### src/design/ldm_pkg.sv
// shared constants for the led multiplex dimmer
package ldm_pkg;
    localparam int unsigned CLK_HZ = 40000000;
    localparam int unsigned OSC_HZ = 6000000;
    localparam int unsigned OSC_DIV = 12;
    // machine cycle 2 us at 6 MHz / 12; tick count at the 40 MHz core clock
    localparam int unsigned TICK_NS = 2000;
    localparam int unsigned CLK_NS = 25;
    localparam int unsigned TICK_CYC = TICK_NS / CLK_NS;
    localparam int unsigned TICK_W = 7;
    localparam logic [15:0] RELOAD_VAL = 16'hff00;
    localparam logic [15:0] TMR_MAX = 16'hffff;
    localparam int unsigned NUM_POS = 4;
    localparam int unsigned SEG_W = 7;
    localparam int unsigned NUM_LEDS = 10;
    localparam int unsigned LIGHT_W = 4;
    localparam logic [1:0] POS_LAST = 2'h3;
    localparam logic [3:0] SEL_FIRST = 4'h1;
    localparam logic [3:0] SEL_NONE = 4'h0;
endpackage

### src/design/ldm_mux_dimmer.sv
// timer-driven display multiplexer with compare-based dimming
//
// Summary of operation
// drives three seven-segment digits (leading uses four segments) plus ten leds
// four-position scan, one digit select high at a time in fixed order
// segment outputs hold the pattern of the active position
// multiplex timer auto-reloads and counts at oscillator divided by twelve
// each overflow reloads the timer with ff00
// 256 increments of 2 us between overflows, 512 us period
// timer base equals 6 MHz oscillator machine cycle of 2 us
// each multiplex step lasts exactly one overflow interval
// overflow event outputs next pattern and its digit select
// timer equal to compare value raises a separate event in the step
// compare event drives all selects low until next overflow
// compare value may change at any time without synchronising
// compare value comes from ambient light via a rom table
// compare outside reload..max gives no match, full brightness
// after fourth position scan wraps to the first
`timescale 1ns/1ps
`default_nettype none
module ldm_mux_dimmer #(
    parameter int unsigned TICK_CYCLES = ldm_pkg::TICK_CYC
) (
    input wire logic clock,
    input wire logic rst_n,
    input wire logic [3:0] digit0_seg,
    input wire logic [ldm_pkg::SEG_W-1:0] digit1_seg,
    input wire logic [ldm_pkg::SEG_W-1:0] digit2_seg,
    input wire logic [ldm_pkg::NUM_LEDS-1:0] led_on,
    input wire logic [ldm_pkg::LIGHT_W-1:0] ambient_light,
    output logic [ldm_pkg::SEG_W-1:0] segment_outputs,
    output logic [ldm_pkg::NUM_POS-1:0] digit_select_outputs,
    output logic overflow_evt,
    output logic compare_evt
);
    // ----------------------------------------------------------------
    // time base and timer
    // ----------------------------------------------------------------
    logic [ldm_pkg::TICK_W-1:0] div_ff;
    logic tick;
    logic [15:0] tmr_ff;
    logic [15:0] cmp_ff;
    logic [1:0] pos_ff;
    logic [ldm_pkg::SEG_W-1:0] nxt_seg;
    logic [1:0] nxt_pos;
    logic ovf;
    logic match;

    // one-cycle enable every machine cycle: 80 core clocks = 2 us
    assign tick = (div_ff == ldm_pkg::TICK_W'(TICK_CYCLES - 1));
    always_ff @(posedge clock or negedge rst_n)
    begin
        if (!rst_n)
            div_ff <= '0;
        else if (tick)
            div_ff <= '0;
        else
            div_ff <= div_ff + 1'b1;
    end

    assign ovf = tick && (tmr_ff == ldm_pkg::TMR_MAX);
    // compare value is a plain register so it can be rewritten anytime; match
    // on an out-of-window value never occurs so brightness is then full
    assign match = tick && (tmr_ff + 16'h0001 == cmp_ff) && !ovf
                   && (cmp_ff > ldm_pkg::RELOAD_VAL);

    // auto-reload timer: ff00..ffff, 256 counts of 2 us = 512 us
    always_ff @(posedge clock or negedge rst_n)
    begin
        if (!rst_n)
            tmr_ff <= ldm_pkg::RELOAD_VAL;
        else if (ovf)
            tmr_ff <= ldm_pkg::RELOAD_VAL;
        else if (tick)
            tmr_ff <= tmr_ff + 16'h0001;
    end

    // ----------------------------------------------------------------
    // brightness lookup
    // ----------------------------------------------------------------
    // rom: darker surroundings give an earlier compare, i.e. a dimmer display
    function automatic logic [15:0] light_rom(input logic [ldm_pkg::LIGHT_W-1:0] l);
        logic [15:0] v;
        v = ldm_pkg::RELOAD_VAL + {8'h00, l, 4'h0} + 16'h0010;
        if (l == '1)
            v = 16'h0000; // brightest: out of window, no match
        return v;
    endfunction

    // resampled every cycle; no alignment with the scan is needed
    always_ff @(posedge clock or negedge rst_n)
    begin
        if (!rst_n)
            cmp_ff <= 16'h0000;
        else
            cmp_ff <= light_rom(ambient_light);
    end

    // ----------------------------------------------------------------
    // scan sequencer
    // ----------------------------------------------------------------
    assign nxt_pos = (pos_ff == ldm_pkg::POS_LAST) ? 2'h0 : pos_ff + 2'h1;

    // position 0: four-segment lead digit, 3: indicator leds (7 per step
    // would not fit ten leds, so leds 7..9 share the lead digit's spare lines)
    always_comb
    begin
        case (nxt_pos)
            2'h0: nxt_seg = {led_on[9:7], digit0_seg};
            2'h1: nxt_seg = digit1_seg;
            2'h2: nxt_seg = digit2_seg;
            default: nxt_seg = led_on[6:0];
        endcase
    end

    always_ff @(posedge clock or negedge rst_n)
    begin
        if (!rst_n)
            pos_ff <= ldm_pkg::POS_LAST;
        else if (ovf)
            pos_ff <= nxt_pos;
    end

    always_ff @(posedge clock or negedge rst_n)
    begin
        if (!rst_n)
            segment_outputs <= '0;
        else if (ovf)
            segment_outputs <= nxt_seg;
    end

    // compare blanks all selects; overflow re-enables the new position
    always_ff @(posedge clock or negedge rst_n)
    begin
        if (!rst_n)
            digit_select_outputs <= ldm_pkg::SEL_NONE;
        else if (ovf)
            digit_select_outputs <= ldm_pkg::SEL_FIRST << nxt_pos;
        else if (match)
            digit_select_outputs <= ldm_pkg::SEL_NONE;
    end

    always_ff @(posedge clock or negedge rst_n)
    begin
        if (!rst_n)
        begin
            overflow_evt <= 1'b0;
            compare_evt <= 1'b0;
        end
        else
        begin
            overflow_evt <= ovf;
            compare_evt <= match;
        end
    end

    // ----------------------------------------------------------------
    // checks
    // ----------------------------------------------------------------
    // one step in core clocks; a counter stands in for a long delay range
    localparam logic [15:0] STEP_CYC =
        16'(TICK_CYCLES * (ldm_pkg::TMR_MAX - ldm_pkg::RELOAD_VAL + 1));
    logic [15:0] step_cnt_ff;
    always_ff @(posedge clock or negedge rst_n)
    begin
        if (!rst_n)
            step_cnt_ff <= '0;
        else if (overflow_evt)
            step_cnt_ff <= 16'h0001;
        else
            step_cnt_ff <= step_cnt_ff + 16'h0001;
    end
endmodule
`default_nettype wire

### config.mk
export PLATFORM = sky130hd
export DESIGN_NAME = ldm_mux_dimmer
export DESIGN_NICKNAME = d
export VERILOG_FILES = /design/src/design/ldm_pkg.sv /design/src/design/ldm_mux_dimmer.sv
export SDC_FILE = /design/constraint.sdc
export NUM_CORES = 1
export LEC_CHECK = 0
export BUFFER_PORTS_ARGS = -buffer_cell sky130_fd_sc_hd__buf_2
export CORE_ASPECT_RATIO = 1.1
export CORE_UTILIZATION = 52
export CTS_BUF_LIST = sky130_fd_sc_hd__clkbuf_2 sky130_fd_sc_hd__clkbuf_4 sky130_fd_sc_hd__clkbuf_8
export DETAILED_ROUTE_END_ITERATION = 8
export PLACE_DENSITY = 0.78
export SYNTH_ARGS = -nofsm -noshare
export SYNTH_HDL_FRONTEND = slang
export SYNTH_SLANG_ARGS = --single-unit
### constraint.sdc
create_clock -name clock -period 2.2 [get_ports clock]
set_clock_uncertainty 0.05 [all_clocks]
set_input_delay 0.11 -clock clock [delete_from_list [all_inputs] [get_ports clock]]
set_output_delay 0.11 -clock clock [all_outputs]
set_load 0.02 [all_outputs]
==> reports/summary.md <==
Clock network
• yes — TritonCTS clock tree
• 2 — buffers from clock root to sink, at most
• 44 — clock net sink count
• 0.30 ns — clock latency of the later-clocked register in the worst-skew pair
• 5 — cts bufs inserted
• 2 — total number of H-tree levels
• sky130_fd_sc_hd__clkbuf_8 — Root Buffer
• 0.09 ns — clock-pin transition on the worst setup and hold timing paths

Critical path
• 6 — Worst R2R Path Depth
• 0.01 ns — Worst R2R Setup Slack
• sky130_fd_sc_hd__dfstp_2 — slowest cell on the critical path
• tmr_ff[9] — launch point of the worst reg-to-reg path
• flip-flop — startpoint type of the worst setup path
• nand3_4 > nor4_1 > xnor2_1 > or4_4 > o21ai_4 > a21oi_1 — critical-path cell list
• flip-flop to flip-flop — type of the setup path with the least slack
• 2.32 ns — required time worst endpoint
• 2.31 ns — arrival time of the worst setup path
• flip-flop — Crit. End Element
• 7 — maximum fanout count along the critical path
• digit_select_outputs[2] — end of the worst register-to-register path
• 0.64 ns — peak per-stage delay on the critical path

Floorplanning
• 68.3 um — die width
• 75.0 um — die height
• 54.1% — Starting Density
• 47 — Top-Level Pins
• 26 — number of standard-cell rows in the floorplan
• 5120 sq um — area of the die
• 4650 sq um — core area

Global route
• 2,089 — number of global-route vias before repair
• 9340 um — global-route wire length before repair
• 30 — maximum number of pins on one net before global-route repair
• 24.6% — combined global-route utilization of all metal layers
• 0 — total congestion overflow
• 0 — initial antenna violation count

Placed design
• 0.0534 ns — Post-Place Setup Slack
• 46 — # port buffers
• 0.911 — routability congestion estimate from global placement
• 4230 um — Detail Placement HPWL

Routing
• 2,208 — total vias in the final route
• 5.89 — per-cell via count in the routed design
• 5640 um — WL final
• 5 — count of TritonRoute iterations in the first routing pass
• 150 — detailed router's first-iteration violation count
• 0 — Post-DRT Antenna Nets
• 15.0 um — mean routed wirelength per cell
• 0 — drt drc

STA
• 0 — max-slew violation count
• 99.4% — crit share post-route
• 457 MHz — maximum clock frequency
• yes — setup repair after global routing missed its margin
• 0.0127 ns — smallest setup slack after layout
• 58.5% — remaining max-slew budget at the tightest pin
• 0 ns — TNS Setup
• 0.623 ns — slew at the pin with the worst max-slew slack
• 0 — final hold viol count
• 0 — number of setup violations in the final report
• 2.19 ns — Final min period

Run
• 0 — MaxCap Viol Count

Synth
• sky130_fd_sc_hd__dfrtp_1 — dominant register cell in the synthesized netlist
• 44.2% — sequential-to-total area share from yosys stat
• 257 — number of cells produced by synthesis
• 300 — net count after synthesis
• 46 — number of library cell types mapped by synthesis
• 0 — Yosys warning count
• 100% — proportion of register bits with asynchronous set or reset after synthesis
• 2520 sq um — post-synth design cell area
• 0 — Post-synth EDFFs
• 44 — number of flip-flops and latches in the synthesized netlist
• 9.80 sq um — average cell area after synthesis

Final layout
• 21.6% — Area growth, synth to finish
• sky130_fd_sc_hd__buf_2 — leading cell type in the layout, fill and taps excluded
• sky130_fd_sc_hd__buf_2, sky130_fd_sc_hd__dfrtp_1, sky130_fd_sc_hd__nand2_1 — highest-count cells in the layout ignoring fill and taps
• 65.8% — final core utilization
• 361 — fin nets
• 30.1% — fraction of layout instances using a drive strength above 1
• 0 — antenna fix cells

Power and ir drop
• 1.24 mW — cell-internal power
• 52.7% — sequential power share
• 6.1% — part of the power in combinational logic
• 1.56 mW — total power consumption of the routed design
• 1.38 nW — leakage component of the power
• 41.2% — Clk network pwr share
• 0.319 mV — worst ir drop on vdd
• 0.327 mW — power spent charging and discharging nets
• 510 nW/um^2 — power per unit of standard cell area
• 20.9% — switching share of total power

Hold path
• ambient_light[2] — hold path start
• cmp_ff[6] — Hold Path End
• input port to flip-flop — class of the most critical hold timing path
• 2 — number of cells traversed by the worst hold path

Outcome
• finished clean — run status

-- final cells by class --
cell class	count	area [sq um]
clock buffers	6	82.6
clock inverters	2	38.8
fillers	409	1590
inverters	5	18.8
multi-input cells	194	1330
flip-flops and latches	44	1110
well taps	56	70.1
repair buffers	68	405
-- what timing repair did --
action | in CTS | in global routing
hold buffers | 4 | 0
setup buffers | 0 | 0
setup endpoints to repair | 0 | 9
resized for setup | 0 | 2
endpoints found under the hold margin | 26 | 0
-- sequential cells by signal, summed over array words and instances, names as in the netlist --
signal	cells
compare_evt	1
tmr_ff	16
div_ff	7
pos_ff	2
digit_select_outputs	4
overflow_evt	1
segment_outputs	7
cmp_ff	6
-- worst max path at each step --
| stage | from | endpoint | slack (ns) | depth (start not counted) |
|---|---|---|---|---|
| 2_1_floorplan | tmr_ff[0] | digit_select_outputs[0] | 0.04 | 8 |
| 6_report | tmr_ff[9] | digit_select_outputs[2] | 0.01 | 6 |
| 3_3_place_gp | div_ff[0] | digit_select_outputs[1] | 0.12 | 7 |
| 3_5_place_dp | tmr_ff[1] | digit_select_outputs[2] | 0.05 | 7 |
| 4_1_cts | tmr_ff[1] | digit_select_outputs[2] | 0.05 | 7 |
| 5_1_grt | tmr_ff[0] | digit_select_outputs[2] | -0.0009 | 7 |
-- power groups by stage --
stage,Sequential [mW],Combinational (mW),Clock (mW)
after floorplan,0.836,0.0347,0
after global placement,0.839,0.0874,0
after detailed placement,0.838,0.0902,0
after CTS,0.823,0.0963,0.662
after global routing,0.823,0.108,0.678
final,0.823,0.0955,0.644
-- logic make-up after synthesis --
family	Yosys count	synth area share, %
buf+inv	19	3.13
mux	4	1.59
fa+ha+maj	9	4.47
xor+xnor	23	8.00
simple gates	93	22.0
flops	44	44.2
compound gates	65	16.6
-- metrics by stage --
step           cell area (sq um)  hold slack (ns)  cells
6_report                    3060          0.00956    375
5_1_grt                     3060           0.0167    375
4_1_cts                     3050         0.000829    375
3_5_place_dp                2890            0.107    363
3_3_place_gp                2890            0.105    363
2_1_floorplan               2520           -0.236    257
-- synth_stat cells, types with 6 or more instances --
| cell | instances | area share (%) |
|---|---|---|
| sky130_fd_sc_hd__a21oi_1 | 19 | 3.8 |
| sky130_fd_sc_hd__nand3_1 | 13 | 2.6 |
| sky130_fd_sc_hd__xor2_1 | 8 | 2.8 |
| sky130_fd_sc_hd__and3_1 | 6 | 1.5 |
| sky130_fd_sc_hd__o21ai_1 | 18 | 3.6 |
| sky130_fd_sc_hd__a222oi_1 | 7 | 2.8 |
| sky130_fd_sc_hd__nor2_1 | 18 | 2.7 |
| sky130_fd_sc_hd__ha_1 | 9 | 4.5 |
| sky130_fd_sc_hd__dfstp_2 | 10 | 10 |
| sky130_fd_sc_hd__dfrtp_1 | 34 | 34 |
| sky130_fd_sc_hd__nand2_1 | 20 | 3.0 |
| sky130_fd_sc_hd__buf_2 | 6 | 1.2 |
| sky130_fd_sc_hd__clkbuf_1 | 8 | 1.2 |
| sky130_fd_sc_hd__xnor2_1 | 15 | 5.2 |
-- metal layers --
metal | vias to the layer above | share of wire (%) | track usage (%) | wire, um
li1 | 1060 | - | - | -
met1 | 1066 | 42 | 29.4 | 2370
met2 | 69 | 51 | 43.6 | 2890
met3 | 13 | 4.3 | 4.24 | 240
met4 | 0 | 2.3 | 9.72 | 132
met5 | - | 0 | 0 | 0
-- critical path: cells and delay by family, from the launching register on --
kind,cells,cell delay (ns)
AND/OR/NAND/NOR,3,1.02
flip-flops,1,0.64
AO/OA/AOI/OAI,2,0.20
XOR/XNOR,1,0.16
Note: power is estimated with default switching activity, not from simulation.
